[config.mk]
export PLATFORM = sky130hd
export DESIGN_NAME = amd_decoder
export DESIGN_NICKNAME = d
export VERILOG_FILES = /design/src/inc/amd_pkg.sv /design/src/rtl/amd_addr_calc.sv /design/src/rtl/amd_decoder.sv
export SDC_FILE = /design/constraint.sdc
export NUM_CORES = 1
export LEC_CHECK = 0
export ABC_AREA = 1
export BUFFER_PORTS_ARGS = -buffer_cell sky130_fd_sc_hd__buf_2
export CAP_MARGIN = 20
export CORE_UTILIZATION = 51
export DETAILED_ROUTE_END_ITERATION = 10
export PLACE_DENSITY_LB_ADDON = 0.25
export SLEW_MARGIN = 20
export SYNTH_ARGS = -nofsm -noshare
export SYNTH_HDL_FRONTEND = slang
export SYNTH_SLANG_ARGS = --single-unit
export TNS_END_PERCENT = 100
[constraint.sdc]
create_clock -name core_clk -period 1.55 [get_ports core_clk]
set_clock_uncertainty 0.1 [all_clocks]
set_input_delay 0.0775 -clock core_clk [delete_from_list [all_inputs] [get_ports core_clk]]
set_output_delay 0.0775 -clock core_clk [all_outputs]
set_load 0.1 [all_outputs]
[src/inc/amd_pkg.sv]
package amd_pkg;

    // Addressing forms resolved by the decoder
    typedef enum logic [3:0] {
        AMD_FORM_OTHER,
        AMD_FORM_DST_DIR,
        AMD_FORM_DST_IDX,
        AMD_FORM_DIR_IMM,
        AMD_FORM_IDX_IMM,
        AMD_FORM_MEM_MEM,
        AMD_FORM_IND_LD,
        AMD_FORM_IND_ST,
        AMD_FORM_FLAG_LOGIC,
        AMD_FORM_CMP
    } amd_form_t;

    // Operation class, decides the flag effect
    typedef enum logic [2:0] {
        AMD_OP_NONE,
        AMD_OP_ARITH,
        AMD_OP_LOGIC,
        AMD_OP_MOVE,
        AMD_OP_CMP,
        AMD_OP_TEST
    } amd_op_t;

    localparam logic [7:0] AMD_OPC_MOV_MEM_MEM = 8'h5F;
    localparam logic [7:0] AMD_OPC_IND_LD      = 8'h3E;
    localparam logic [7:0] AMD_OPC_IND_ST      = 8'h3F;
    localparam logic [7:0] AMD_OPC_AND_F       = 8'h70;
    localparam logic [7:0] AMD_OPC_XOR_F       = 8'h72;
    localparam logic [7:0] AMD_OPC_CMP_FIRST   = 8'h39;
    localparam logic [7:0] AMD_OPC_CMP_LAST    = 8'h3D;
    localparam logic [7:0] AMD_OPC_RMW_FIRST   = 8'h41;
    localparam logic [7:0] AMD_OPC_RMW_LAST    = 8'h46;

    localparam logic [3:0] AMD_CYC_MEM_MEM     = 4'hA;
    localparam logic [3:0] AMD_CYC_IND         = 4'hA;
    localparam logic [3:0] AMD_CYC_FLAG_LOGIC  = 4'h4;
    localparam logic [3:0] AMD_CYC_RMW_DIR     = 4'h9;
    localparam logic [3:0] AMD_CYC_RMW_IDX     = 4'hA;
    localparam logic [3:0] AMD_CYC_CMP_IMM     = 4'h5;
    localparam logic [3:0] AMD_CYC_CMP_DIR     = 4'h7;
    localparam logic [3:0] AMD_CYC_CMP_IDX     = 4'h8;
    localparam logic [3:0] AMD_CYC_CMP_DIMM    = 4'h8;
    localparam logic [3:0] AMD_CYC_CMP_XIMM    = 4'h9;
    localparam logic [3:0] AMD_CYC_DST_DIR     = 4'h7;
    localparam logic [3:0] AMD_CYC_DST_IDX     = 4'h8;
    localparam logic [3:0] AMD_CYC_DIR_IMM     = 4'h9;
    localparam logic [3:0] AMD_CYC_IDX_IMM     = 4'hA;
    localparam logic [3:0] AMD_CYC_DEFAULT     = 4'h4;

    localparam logic [1:0] AMD_LEN_ONE         = 2'h1;
    localparam logic [1:0] AMD_LEN_TWO         = 2'h2;
    localparam logic [1:0] AMD_LEN_THREE       = 2'h3;

    localparam logic [7:0] AMD_X_RESET         = 8'h00;
    localparam logic [7:0] AMD_A_RESET         = 8'h00;
    localparam logic       AMD_Z_RESET         = 1'h1;
    localparam logic       AMD_C_RESET         = 1'h0;

endpackage

[src/rtl/amd_addr_calc.sv]
`timescale 1ns/100ps
// Effective address register: direct or operand plus index, wraps in 8 bits
module amd_addr_calc (
    input  wire logic       core_clk,
    input  wire logic       sys_rst,
    input  wire logic       load,
    input  wire logic       use_index,
    input  wire logic [7:0] operand,
    input  wire logic [7:0] index,
    output logic      [7:0] addr
);

    // Sum wraps modulo 256, the index space is one page
    always_ff @(posedge core_clk) begin
        if (sys_rst) begin
            addr <= 8'h00;
        end else if (load) begin
            addr <= use_index ? 8'(operand + index) : operand;
        end
    end

endmodule // amd_addr_calc

[src/rtl/amd_decoder.sv]
`timescale 1ns/100ps
// Function
// - Destination-indexed adds X to operand 1, takes A as source, 2 bytes.
// - Direct destination with immediate source writes to operand 1, 3 bytes.
// - Indexed destination with immediate adds X to operand 1, 3 bytes.
// - Memory-to-memory form exists only for the move 5F, 3 bytes, 10 cycles.
// - Indirect load reads a pointer, loads A through it, bumps the pointer.
// - Indirect store writes A through the pointer, then bumps the pointer.
// - Indirect load is 3E and store 3F, 10 cycles each, only load sets Z.
// - Add, add-with-carry, subtract and borrow-subtract update C and Z.
// - AND, OR and XOR on A or memory update only Z.
// - Logic ops on the flag register take 4 cycles, 2 bytes, touch C and Z.
// - Compare sets Z on equal and C on less-than, storing no result.
// - Register-space logic with immediate mask is 3 bytes, 9 cycles direct or 10 indexed, Z.
module amd_decoder (
    input  wire logic       core_clk,
    input  wire logic       sys_rst,
    input  wire logic       instr_valid,
    input  wire logic [7:0] opcode,
    input  wire logic [7:0] operand1,
    input  wire logic [7:0] operand2,
    input  wire logic [7:0] index_x,
    input  wire logic [7:0] acc_in,
    input  wire logic [7:0] mem_rdata,
    output logic            dec_valid,
    output amd_pkg::amd_form_t form,
    output amd_pkg::amd_op_t   op_class,
    output logic      [1:0] instr_len,
    output logic      [3:0] cycles,
    output logic            upd_carry,
    output logic            upd_zero,
    output logic            acc_write,
    output logic            result_store,
    output logic            imm_source,
    output logic      [7:0] imm_value,
    output logic      [7:0] dest_addr,
    output logic      [7:0] ptr_next,
    output logic            cmp_zero,
    output logic            cmp_carry
);

    amd_pkg::amd_form_t form_nxt;
    amd_pkg::amd_op_t   op_nxt;
    logic [1:0] len_nxt;
    logic [3:0] cyc_nxt;
    logic       use_idx;
    logic       upc_nxt;
    logic       upz_nxt;
    logic       accw_nxt;
    logic       store_nxt;
    logic       imm_nxt;

    // Column-wise operation class of the low opcode range
    function automatic amd_pkg::amd_op_t op_of(input logic [7:0] opc);
        amd_pkg::amd_op_t r;
        r = amd_pkg::AMD_OP_NONE;
        if (opc < 8'h20 && opc[2:0] >= 3'h1 && opc[2:0] <= 3'h7 &&
            opc != 8'h10 && opc != 8'h18) begin
            r = amd_pkg::AMD_OP_ARITH;
        end else if (opc >= 8'h21 && opc <= 8'h37 && opc[2:0] != 3'h0) begin
            r = amd_pkg::AMD_OP_LOGIC;
        end else if (opc >= amd_pkg::AMD_OPC_RMW_FIRST &&
                     opc <= amd_pkg::AMD_OPC_RMW_LAST) begin
            r = amd_pkg::AMD_OP_LOGIC;
        end else if (opc >= amd_pkg::AMD_OPC_CMP_FIRST &&
                     opc <= amd_pkg::AMD_OPC_CMP_LAST) begin
            r = amd_pkg::AMD_OP_CMP;
        end else if (opc >= 8'h50 && opc <= 8'h63) begin
            r = amd_pkg::AMD_OP_MOVE;
        end else if (opc == amd_pkg::AMD_OPC_IND_LD ||
                     opc == amd_pkg::AMD_OPC_IND_ST) begin
            r = amd_pkg::AMD_OP_MOVE;
        end else if (opc >= amd_pkg::AMD_OPC_AND_F &&
                     opc <= amd_pkg::AMD_OPC_XOR_F) begin
            r = amd_pkg::AMD_OP_LOGIC;
        end
        return r;
    endfunction

    // Form, length and cycle count from the opcode
    always_comb begin
        form_nxt  = amd_pkg::AMD_FORM_OTHER;
        op_nxt    = op_of(opcode);
        len_nxt   = amd_pkg::AMD_LEN_ONE;
        cyc_nxt   = amd_pkg::AMD_CYC_DEFAULT;
        use_idx   = 1'b0;
        store_nxt = 1'b0;
        imm_nxt   = 1'b0;
        accw_nxt  = 1'b0;
        if (opcode == amd_pkg::AMD_OPC_MOV_MEM_MEM) begin
            form_nxt  = amd_pkg::AMD_FORM_MEM_MEM;
            len_nxt   = amd_pkg::AMD_LEN_THREE;
            cyc_nxt   = amd_pkg::AMD_CYC_MEM_MEM;
            store_nxt = 1'b1;
        end else if (opcode == amd_pkg::AMD_OPC_IND_LD) begin
            form_nxt  = amd_pkg::AMD_FORM_IND_LD;
            len_nxt   = amd_pkg::AMD_LEN_TWO;
            cyc_nxt   = amd_pkg::AMD_CYC_IND;
            accw_nxt  = 1'b1;
        end else if (opcode == amd_pkg::AMD_OPC_IND_ST) begin
            form_nxt  = amd_pkg::AMD_FORM_IND_ST;
            len_nxt   = amd_pkg::AMD_LEN_TWO;
            cyc_nxt   = amd_pkg::AMD_CYC_IND;
            store_nxt = 1'b1;
        end else if (opcode >= amd_pkg::AMD_OPC_AND_F &&
                     opcode <= amd_pkg::AMD_OPC_XOR_F) begin
            form_nxt  = amd_pkg::AMD_FORM_FLAG_LOGIC;
            len_nxt   = amd_pkg::AMD_LEN_TWO;
            cyc_nxt   = amd_pkg::AMD_CYC_FLAG_LOGIC;
        end else if (op_nxt == amd_pkg::AMD_OP_CMP) begin
            form_nxt  = amd_pkg::AMD_FORM_CMP;
            // Codes 39..3D: imm, direct, indexed, then two 3-byte forms
            len_nxt   = opcode[2] ? amd_pkg::AMD_LEN_THREE
                                  : amd_pkg::AMD_LEN_TWO;
            imm_nxt   = (opcode[2:1] != 2'h1);
            use_idx   = opcode[0] && (opcode[2:0] != 3'h1);
            case (opcode[2:0])
                3'h1:    cyc_nxt = amd_pkg::AMD_CYC_CMP_IMM;
                3'h2:    cyc_nxt = amd_pkg::AMD_CYC_CMP_DIR;
                3'h3:    cyc_nxt = amd_pkg::AMD_CYC_CMP_IDX;
                3'h4:    cyc_nxt = amd_pkg::AMD_CYC_CMP_DIMM;
                default: cyc_nxt = amd_pkg::AMD_CYC_CMP_XIMM;
            endcase
        end else if (opcode >= amd_pkg::AMD_OPC_RMW_FIRST &&
                     opcode <= amd_pkg::AMD_OPC_RMW_LAST) begin
            // Odd opcodes are the direct register-space forms
            form_nxt  = opcode[0] ? amd_pkg::AMD_FORM_DIR_IMM
                                  : amd_pkg::AMD_FORM_IDX_IMM;
            len_nxt   = amd_pkg::AMD_LEN_THREE;
            cyc_nxt   = opcode[0] ? amd_pkg::AMD_CYC_RMW_DIR
                                  : amd_pkg::AMD_CYC_RMW_IDX;
            use_idx   = ~opcode[0];
            store_nxt = 1'b1;
            imm_nxt   = 1'b1;
        end else if (op_nxt == amd_pkg::AMD_OP_ARITH ||
                     (op_nxt == amd_pkg::AMD_OP_LOGIC && opcode < 8'h38)) begin
            // Codes x4..x7 write memory, x1..x3 are source forms into A
            store_nxt = opcode[2];
            accw_nxt  = ~opcode[2];
            imm_nxt   = (opcode[2:1] == 2'h3);
            use_idx   = opcode[0] && (opcode[2:0] != 3'h1);
            len_nxt   = imm_nxt ? amd_pkg::AMD_LEN_THREE
                                : amd_pkg::AMD_LEN_TWO;
            case (opcode[2:0])
                3'h4:    form_nxt = amd_pkg::AMD_FORM_DST_DIR;
                3'h5:    form_nxt = amd_pkg::AMD_FORM_DST_IDX;
                3'h6:    form_nxt = amd_pkg::AMD_FORM_DIR_IMM;
                3'h7:    form_nxt = amd_pkg::AMD_FORM_IDX_IMM;
                default: form_nxt = amd_pkg::AMD_FORM_OTHER;
            endcase
            case (opcode[2:0])
                3'h4:    cyc_nxt = amd_pkg::AMD_CYC_DST_DIR;
                3'h5:    cyc_nxt = amd_pkg::AMD_CYC_DST_IDX;
                3'h6:    cyc_nxt = amd_pkg::AMD_CYC_DIR_IMM;
                3'h7:    cyc_nxt = amd_pkg::AMD_CYC_IDX_IMM;
                default: cyc_nxt = amd_pkg::AMD_CYC_DEFAULT;
            endcase
        end
    end

    // Flag effect by operation class
    always_comb begin
        upc_nxt = 1'b0;
        upz_nxt = 1'b0;
        case (op_nxt)
            amd_pkg::AMD_OP_ARITH: begin
                upc_nxt = 1'b1;
                upz_nxt = 1'b1;
            end
            amd_pkg::AMD_OP_LOGIC: begin
                upc_nxt = (form_nxt == amd_pkg::AMD_FORM_FLAG_LOGIC);
                upz_nxt = 1'b1;
            end
            amd_pkg::AMD_OP_CMP: begin
                upc_nxt = 1'b1;
                upz_nxt = 1'b1;
            end
            amd_pkg::AMD_OP_MOVE: begin
                upz_nxt = (opcode == amd_pkg::AMD_OPC_IND_LD);
            end
            default: begin
                upc_nxt = 1'b0;
            end
        endcase
    end

    // Effective destination address, indexed or direct
    amd_addr_calc u_addr (
        .core_clk  (core_clk),
        .sys_rst   (sys_rst),
        .load      (instr_valid),
        .use_index (use_idx),
        .operand   (operand1),
        .index     (index_x),
        .addr      (dest_addr)
    );

    // Registered decode outputs
    always_ff @(posedge core_clk) begin
        if (sys_rst) begin
            dec_valid    <= 1'b0;
            form         <= amd_pkg::AMD_FORM_OTHER;
            op_class     <= amd_pkg::AMD_OP_NONE;
            instr_len    <= 2'h0;
            cycles       <= 4'h0;
            upd_carry    <= 1'b0;
            upd_zero     <= 1'b0;
            acc_write    <= 1'b0;
            result_store <= 1'b0;
            imm_source   <= 1'b0;
            imm_value    <= 8'h00;
        end else begin
            dec_valid    <= instr_valid;
            if (instr_valid) begin
                form         <= form_nxt;
                op_class     <= op_nxt;
                instr_len    <= len_nxt;
                cycles       <= cyc_nxt;
                upd_carry    <= upc_nxt;
                upd_zero     <= upz_nxt;
                acc_write    <= accw_nxt;
                result_store <= store_nxt && op_nxt != amd_pkg::AMD_OP_CMP;
                imm_source   <= imm_nxt;
                imm_value    <= (len_nxt == amd_pkg::AMD_LEN_THREE)
                                ? operand2 : operand1;
            end
        end
    end

    // Pointer bump and compare outcome, using memory read data
    always_ff @(posedge core_clk) begin
        if (sys_rst) begin
            ptr_next  <= 8'h00;
            cmp_zero  <= 1'b0;
            cmp_carry <= 1'b0;
        end else if (instr_valid) begin
            ptr_next  <= 8'(mem_rdata + 8'h01);
            cmp_zero  <= (acc_in == mem_rdata);
            cmp_carry <= (acc_in < mem_rdata);
        end
    end
endmodule // amd_decoder

==> results by group, run 1 <==
Yosys
  – Post-synth EDFFs: 0
  – Synth Instances: 440
  – Seq cells post-synth: between 40 and 50
  – Post-synthesis sequential area ratio: a little under a third
  – Synth async-reset ratio: 0%
  – Yosys top cell by area: dfxtp_1
  – Yosys warnings: 0
  – Syn Area/Cell: 6.56 um2
  – Mapped Nets: between 500 and 600
  – Synth cell types: 37
  – Synth Cell Area: a little under 0.003 mm2
  – Post-synth top area share: between 30% and 40%
  – Post-synth top flop: dfxtp_1
  – Top cells by area, synth: dfxtp_1, nand2_1, nand3_1, ha_1, inv_1

STA
  – Final setup vio count: 0
  – Fin. Hold Viols: 0
  – Max-slew headroom: around 67%
  – WHS: 0.00425 ns
  – Final Max Tran Viols: 0
  – Tmin final: approximately 1.4 ns
  – Slew @ Worst Pin: 0.504 ns
  – Final period util: 88.0%
  – RSZ-0062 raised after global routing: no
  – Fmax achieved: approximately 0.73 GHz

Setup path
  – Max incr delay on CP: about 0.54 ns
  – WS Path Type: primary input to flop
  – Delay-heaviest family, CP: buffers and inverters
  – Crit path max fanout: 8
  – CP max-delay cell: dlygate4sd3_1
  – CP Data Arrival Time: 1.51 ns
  – CP bufs+invs: 3
  – Required @ worst endpoint: approximately 1.7 ns
  – Critical path endpoint category: flop
  – Critical-path cell list: dlygate4sd3_1, buf_2, inv_1, nand2_1, nor2_1, nand4_1, nand2_1
  – Type of origin of the critical path: primary input
  – CP most frequent cell: nand2_1

Pwr
  – Leakage: roughly 2.2 nW
  – Pwr per Cell Area: a little over 900 mW/mm2
  – Peak supply drop: 0.600 mV

Floorplan
  – Die footprint: between 0.005 and 0.006 mm2
  – Floorplan row count: 27
  – Core ar.: 0.00547 mm2
  – Die Span X: 77.2 um
  – Initial core utilization: between 50% and 60%
  – Io pins: 96
  – Die H: approximately 77 um

Placement
  – Placed Cells: roughly 640
  – Port Buffer Count: 95
  – RePlAce Congestion: ~0.91
  – HPWL after DPL: about 6300 um
  – Post-placement cell area: between 0.003 and 0.004 mm2

Clock tree
  – Root buf cell: clkbuf_8
  – CTS Buf Count: 5
  – Clock latency on the worst-skew pair: approximately 0.3 ns
  – CTS tree: built
  – Clock-pin slew on the worst setup and hold paths: about 0.080 ns
  – H-Tree Depth: 2
  – CTS Buffer Depth: 2
  – Clock sinks: 45

Cells and area
  – Final Instance Count excl. Fillers: 653
  – Design Area, Final: ~0.0039 mm2
  – Commonest non-fill, non-tap cell in the layout: nand2_1
  – Number of diodes: 0
  – Share of cells above drive strength 1: 29.6%
  – Final #Nets: between 600 and 700
  – Commonest cells after routing, fill and taps aside: nand2_1, buf_2, inv_1, nand3_1, dfxtp_1
  – Area Overhead vs Synth: 34.9%

Worst hold path
  – Tightest Hold Check Type: primary input to flop

GRT
  – Initial antenna violation count: 0
  – Vias in the first global route: 3075
  – Global route overflow: 0
  – First-pass GRT wire length: roughly 13000 um
  – Global Route Usage Sum: between 20% and 30%
  – Pin count of the biggest net entering global routing: 21

Routing
  – Detailed Route WL: about 8200 um
  – WL/cell: 12.6 um
  – Via count: approximately 3400
  – DRT antenna net count: 0
  – DRC: 0
  – Drt first pass iters: 6
  – DR iter-0 viols: 180
  – DR vias/cell: 5.15

Job
  – Maxcap violations: 0

Outcome
  – Status: complete, no violations
[stage by stage]
stage / util (%) / setup TNS [ns] / power (mW) / worst slack (ns)
after CTS: 71.2 / 0 / 3.57 / 0.212
after global routing: 71.2 / 0 / 3.73 / 0.0668
final: 71.2 / 0 / 3.57 / 0.186
after detailed placement: 67.6 / -0.739 / 2.69 / -0.0825
after floorplan: - / 0 / 2.34 / 0.155
after global placement: 67.6 / -0.233 / 2.66 / -0.0295
[synthesized netlist by cell type (3+ instances only)]
master,instances
clkbuf_1,6
nor4_1,3
nand2_1,124
o21ai_0,22
a22o_1,3
nor2_1,39
nor2_2,8
a31oi_1,3
nand4_1,5
xnor2_1,3
nand3_2,3
inv_2,6
ha_1,16
dfxtp_1,45
nand2_2,5
a21oi_1,19
nand3_1,47
xor2_1,4
nand2_4,3
inv_1,53
[final timing paths]
check                           depth (start not counted)        endpoint           start  slack, ns
worst min register to register                          2  u_addr.addr[2]  u_addr.addr[2]       0.35
worst max register to register                          4       cycles[1]       cycles[1]       0.77
worst max-delay path                                    7      imm_source         sys_rst       0.19
worst min-delay path                                    3     ptr_next[6]    mem_rdata[6]      0.004
[worst reg2reg max path: stages, from the launching register on]
cell	delay (ns)
dfxtp_1	0.33
nor2_1	0.09
nor2_1	0.04
o21ai_0	0.07
inv_1	0.05
[report_power, final]
part | switching [mW] | internal [mW]
Clock | 0.403 | 0.469
Combinational | 1.06 | 0.361
Sequential | 0.0407 | 1.24
[flip-flops by register name (all words and copies together) (netlist names)]
name,cells
ptr_next,8
cmp_carry,1
op_class,3
result_store,1
u_addr.addr,8
form,4
upd_zero,1
dec_valid,1
acc_write,1
imm_value,8
upd_carry,1
cycles,4
cmp_zero,1
imm_source,1
instr_len,2
[cells by family after synthesis]
logic type | Yosys count | share of synthesized area, %
flip-flops | 45 | 31.2
AO/OA/AOI/OAI | 59 | 11.8
AND/OR/NAND/NOR | 241 | 37.5
XOR/XNOR | 7 | 2.12
buffers and inverters | 71 | 9.75
adder cells (fa/ha/maj) | 17 | 7.63
[final cells by class]
class	count	area [um2]
sequential	45	901
tap	72	90.1
fill	484	1580
clock inverter	2	35.0
clock buffer	5	68.8
inverter	62	235
timing repair buffer	143	858
multi-input combinational	324	1710
[metal layers]
| metal | global-route usage [%] | vias up | routed length (um) |
|---|---|---|---|
| met4 | 8.11 | 0 | 93 |
| met3 | 4.64 | 13 | 553 |
| met2 | 48.4 | 135 | 3950 |
| met1 | 33.9 | 1517 | 3600 |
| li1 | - | 1701 | - |
| met5 | 0 | - | 0 |
[repair_timing]
action	in CTS	in global routing
hold buffers	9	0
hold endpoints to repair	10	0
buffers inserted	0	0
resized for setup	0	0
Note: power is estimated with default switching activity, not from simulation.
==> inputs of run 2 (changes only) <==
PLACE_DENSITY = 0.88   (was not set)
PLACE_DENSITY_LB_ADDON = not set   (was 0.25)
==> results by group, run 2 (same netlist as run 1, synthesis figures left out) <==
Outcome
  – Status: complete, no violations

STA
  – Tmin final: 1.42 ns (+0.0527 ns)
  – Fin. Hold Viols: 0 (unchanged)
  – RSZ-0062 raised after global routing: no
  – Final period util: 91.4% (+3.4 points)
  – Setup TNS: 0 ns (unchanged)
  – Final Max Tran Viols: 0 (unchanged)
  – Slew @ Worst Pin: 0.503 ns (-0.00146 ns)
  – Max-slew headroom: 66.7% (+0.097 points)
  – Fmax achieved: 0.706 GHz (-3.7%)
  – Final setup vio count: 0 (unchanged)
  – Final worst slack: 0.134 ns (-0.0527 ns)

Clock tree
  – Clock latency on the worst-skew pair: 0.30 ns (about the same)
  – Root buf cell: clkbuf_8
  – Clock-pin slew on the worst setup and hold paths: 0.09 ns (about the same)
  – CTS Buffer Depth: 2 (unchanged)
  – Clock sinks: 45 (unchanged)
  – CTS Buf Count: 5 (unchanged)
  – CTS tree: built
  – Post-CTS Setup Inserts: 0 (unchanged)
  – H-Tree Depth: 2 (unchanged)

Setup path
  – Critical path endpoint category: flop
  – Reg-to-Reg End: cycles[1]
  – Type of origin of the critical path: primary input
  – Critical-path cell list: dlygate4sd3_1, buf_2, inv_1, nand2_1, nor2_1, nand4_1, nand2_1
  – WS Path Type: primary input to flop
  – CP most frequent cell: nand2_1
  – Max incr delay on CP: 0.54 ns (about the same)
  – CP Data Arrival Time: 1.57 ns (+0.06 ns)
  – Crit path max fanout: 8 (unchanged)
  – FF-to-FF path depth: 4 (unchanged)
  – CP max-delay cell: dlygate4sd3_1
  – Required @ worst endpoint: 1.70 ns (about the same)
  – Reg2reg setup slack: 0.77 ns (about the same)
  – Reg2reg start: cycles[1]

Routing
  – DR vias/cell: 5.34 (+3.6%)
  – Top layer in use: met4
  – Drt first pass iters: 5 (-1)
  – WL/cell: 13.6 um (+8.2%)
  – DRT antenna net count: 0 (unchanged)
  – DR iter-0 viols: 192 (+6.7%)
  – DRC: 0 (unchanged)
  – Detailed Route WL: 8950 um (+9.2%)
  – Met2 routed WL: 4300 um (+8.8%)
  – Wl on met1: 3760 um (+4.5%)
  – Met3 routed WL: 671 um (+21%)
  – Via count: 3519 (+4.5%)

Placement
  – HPWL after DPL: 6720 um (+6.0%)
  – Port Buffer Count: 95 (unchanged)
  – RePlAce Congestion: 0.951 (+4.4%)
  – Dpl ws: -0.0946 ns (-0.0122 ns)
  – Post-placement cell area: 0.00373 mm2 (+0.81%)

Pwr
  – Leakage: 2.24 nW (+1.2%)
  – Pwr per Cell Area: 926 mW/mm2 (+1.1%)
  – Peak supply drop: 0.586 mV (-2.4%)

Floorplan
  – Die Span X: 77.2 um (unchanged)
  – Io pins: 96 (unchanged)
  – Core ar.: 0.00547 mm2 (unchanged)
  – Initial core utilization: 52.7% (unchanged)
  – Die H: 77.2 um (unchanged)
  – Floorplan row count: 27 (unchanged)
  – Die footprint: 0.00596 mm2 (unchanged)

Cells and area
  – Design Area, Final: 0.00395 mm2 (+1.4%)
  – Commonest non-fill, non-tap cell in the layout: nand2_1
  – Largest regs: imm_value (8), ptr_next (8), u_addr.addr (8)
  – Final #Nets: 654 (+0.77%)
  – Area Overhead vs Synth: 36.9%
  – Commonest cells after routing, fill and taps aside: nand2_1, buf_2, inv_1, nand3_1, dfxtp_1
  – Number of diodes: 0 (unchanged)
  – Share of cells above drive strength 1: 30.2% (+0.55 points)

GRT
  – Vias in the first global route: 3378 (+9.9%)
  – Initial antenna violation count: 0 (unchanged)
  – Global Route Usage Sum: 30.2% (+2.7 points)
  – Pin count of the biggest net entering global routing: 21 (unchanged)
  – First-pass GRT wire length: 14600 um (+9.9%)
  – Global route overflow: 0 (unchanged)

Worst hold path
  – WHS Endpoint: ptr_next[6]
  – HP Start: mem_rdata[6]
  – Hold Crit Depth: 3 (unchanged)
  – Tightest Hold Check Type: primary input to flop

Job
  – Maxcap violations: 0 (unchanged)
[run 2: what timing repair did]
action | 4_1_cts | 5_1_grt
endpoints found under the setup margin | 0 | 0
resized for setup | 0 | 0
hold buffers | 10 | 0
endpoints found under the hold margin | 11 | 0
[run 2: where the power goes]
group / internal, mW / total (mW) / switching, mW
Sequential: 1.24 / 1.28 / 0.0408
Clock: 0.524 / 0.940 / 0.416
Combinational: 0.366 / 1.44 / 1.07
[run 2: final cells by class]
| cell class | count | area, um2 |
|---|---|---|
| Clock inverter | 2 | 37.5 |
| Multi-Input combinational cell | 324 | 1710 |
| Clock buffer | 6 | 82.6 |
| Fill cell | 454 | 1520 |
| Inverter | 62 | 235 |
| Sequential cell | 45 | 901 |
| Tap cell | 72 | 90.1 |
| Timing Repair Buffer | 148 | 898 |
[run 2: worst max-delay path by stage]
stage	from	end	slack [ns]
detailed placement	opcode[1]	imm_value[5]	-0.09
floorplan	op_class[1]	op_class[1]	0.16
global placement	operand1[6]	u_addr.addr[7]	-0.07
global route	opcode[1]	imm_value[5]	0.05
CTS	sys_rst	imm_source	0.15
finish	sys_rst	imm_source	0.13
[run 2: worst max-delay path: cells and delay by family]
| family | cells | cell delay, ns |
|---|---|---|
| buffers and inverters | 3 | 0.91 |
| and+or+nand+nor | 4 | 0.58 |
[run 2: per-layer routing]
metal / GRT usage (%) / vias up
met5: 0 / -
met4: 13.0 / 0
met3: 4.52 / 23
met2: 53.5 / 188
met1: 36.0 / 1595
li1: - / 1713
[run 2: stage by stage]
stage | utilization (%) | total power [mW] | hold slack, ns | std cells
2_1_floorplan | - | 2.34 | 0.0919 | 440
3_3_place_gp | 68.2 | 2.67 | 0.244 | 641
3_5_place_dp | 68.2 | 2.70 | 0.262 | 641
4_1_cts | 72.2 | 3.65 | 0.00991 | 659
5_1_grt | 72.2 | 3.81 | 0.0346 | 659
6_report | 72.2 | 3.66 | 0.0146 | 659
==> inputs of run 3 (changes only) <==
PLACE_DENSITY = 0.81   (was 0.88)
==> results by group, run 3 (same netlist as run 1, synthesis figures left out) <==
Outcome
  – Status: complete, no violations

Pwr
  – Pwr per Cell Area: 884 mW/mm2 (-4.5%)
  – Final Power: 3.46 mW (-5.5%)
  – Peak supply drop: 0.554 mV (-5.5%)
  – Leakage: 2.20 nW (-1.4%)

Routing
  – DR vias/cell: 5.23 (-2.1%)
  – DRC: 0 (unchanged)
  – Drt first pass iters: 5 (unchanged)
  – Detailed Route WL: 8270 um (-7.6%)
  – Via count: 3409 (-3.1%)
  – WL/cell: 12.7 um (-6.6%)
  – DRT antenna net count: 0 (unchanged)
  – DR iter-0 viols: 245 (+28%)

Placement
  – RePlAce Congestion: 1.05 (+10%)
  – Dpl ws: -0.0939 ns (+0.000718 ns)
  – Port Buffer Count: 95 (unchanged)
  – HPWL after DPL: 6360 um (-5.5%)
  – Placed Cells: 634 (-1.1%)

Clock tree
  – Clock latency on the worst-skew pair: 0.29 ns (about the same)
  – CTS Buffer Depth: 2 (unchanged)
  – Clock sinks: 45 (unchanged)
  – H-Tree Depth: 2 (unchanged)
  – Clock-pin slew on the worst setup and hold paths: 0.09 ns (about the same)
  – CTS Buf Count: 5 (unchanged)
  – CTS tree: built
  – Root buf cell: clkbuf_8

Cells and area
  – Area Overhead vs Synth: 35.5%
  – Number of fill cells: 453 (-0.22%)
  – Final Instance Count excl. Fillers: 652 (-1.1%)
  – Commonest non-fill, non-tap cell in the layout: nand2_1
  – Final #Nets: 647 (-1.1%)
  – Number of diodes: 0 (unchanged)
  – Share of cells above drive strength 1: 30.2% (about the same)
  – Largest regs: imm_value (8), ptr_next (8), u_addr.addr (8)
  – Commonest cells after routing, fill and taps aside: nand2_1, buf_2, inv_1, nand3_1, dfxtp_1

Setup path
  – WS Path Type: primary input to flop
  – Crit path max fanout: 8 (unchanged)
  – Type of origin of the critical path: primary input
  – Required @ worst endpoint: 1.70 ns (about the same)
  – Critical path endpoint category: flop
  – CP Data Arrival Time: 1.52 ns (-0.05 ns)

Job
  – Maxcap violations: 0 (unchanged)

STA
  – Slew @ Worst Pin: 0.523 ns (+0.0196 ns)
  – Fmax achieved: 0.728 GHz (+3.1%)
  – Final Max Tran Viols: 0 (unchanged)
  – Tmin final: 1.37 ns (-0.0432 ns)
  – Final period util: 88.6% (-2.8 points)
  – Final worst slack: 0.177 ns (+0.0432 ns)
  – Fin. Hold Viols: 0 (unchanged)
  – Final setup vio count: 0 (unchanged)
  – Setup TNS: 0 ns (unchanged)
  – Max-slew headroom: 65.4% (-1.3 points)
  – RSZ-0062 raised after global routing: no

GRT
  – Global route overflow: 0 (unchanged)
  – First-pass GRT wire length: 13400 um (-8.5%)
  – Global Route Usage Sum: 27.5% (-2.7 points)
  – Initial antenna violation count: 0 (unchanged)
  – Pin count of the biggest net entering global routing: 21 (unchanged)
  – Vias in the first global route: 3019 (-11%)

Floorplan
  – Die Span X: 77.2 um (unchanged)
  – Io pins: 96 (unchanged)
  – Die footprint: 0.00596 mm2 (unchanged)
  – Core ar.: 0.00547 mm2 (unchanged)
  – Die H: 77.2 um (unchanged)
  – Floorplan row count: 27 (unchanged)
  – Initial core utilization: 52.7% (unchanged)

Worst hold path
  – Tightest Hold Check Type: primary input to flop
[run 3: worst paths after layout]
kind,end,slack (ns),depth (start not counted),start
worst max-delay path,imm_source,0.18,7,sys_rst
worst min-delay path,imm_value[1],0.008,5,operand2[1]
worst max register to register,cycles[1],0.79,4,cycles[1]
worst min register to register,op_class[2],0.36,2,op_class[2]
[run 3: report_power, final]
group          switching, mW  leakage, nW  internal (mW)  total (mW)
registers             0.0426        0.371           1.24        1.28
logic                   1.06         1.79          0.364        1.43
clock network          0.426       0.0481          0.321       0.746
total                   1.53         2.20           1.92        3.46
[run 3: critical path, cell delays in order]
cell and delay (ns):
dlygate4sd3_1 0.55, buf_2 0.18, inv_1 0.20, nand2_1 0.11, nor2_1 0.19, nand4_1 0.15, nand2_1 0.08
[run 3: metrics by stage]
step | instance area, um2 | utilization [%] | hold WS, ns
global placement | 3680 | 67.2 | 0.236
CTS | 3870 | 70.7 | 0.00741
floorplan | 2890 | - | 0.0919
detailed placement | 3680 | 67.2 | 0.241
global route | 3910 | 71.5 | 0.0121
finish | 3910 | 71.5 | 0.00766
[run 3: cell type report]
| class | count | area, um2 | area share, % |
|---|---|---|---|
| clock inverters | 3 | 22.5 | 0.576 |
| well taps | 72 | 90.1 | 2.30 |
| clock buffers | 5 | 68.8 | 1.76 |
| inverters | 62 | 235 | 6.01 |
| flip-flops and latches | 45 | 901 | 23.0 |
| multi-input cells | 324 | 1740 | 44.5 |
| repair buffers | 141 | 855 | 21.8 |
[run 3: layer usage]
metal	wire length, um	GRT usage, %	share of wire (%)
met1	3570	35.8	43
met4	200	7.55	2.4
met2	3790	45.6	46
met3	712	5.95	8.6
met5	0	0	0
[run 3: repair_timing]
| item | CTS | global route |
|---|---|---|
| hold buffers | 10 | 0 |
| buffers inserted | 0 | 0 |
| resized for setup | 0 | 7 |
| endpoints found under the setup margin | 0 | 2 |
| endpoints found under the hold margin | 11 | 0 |
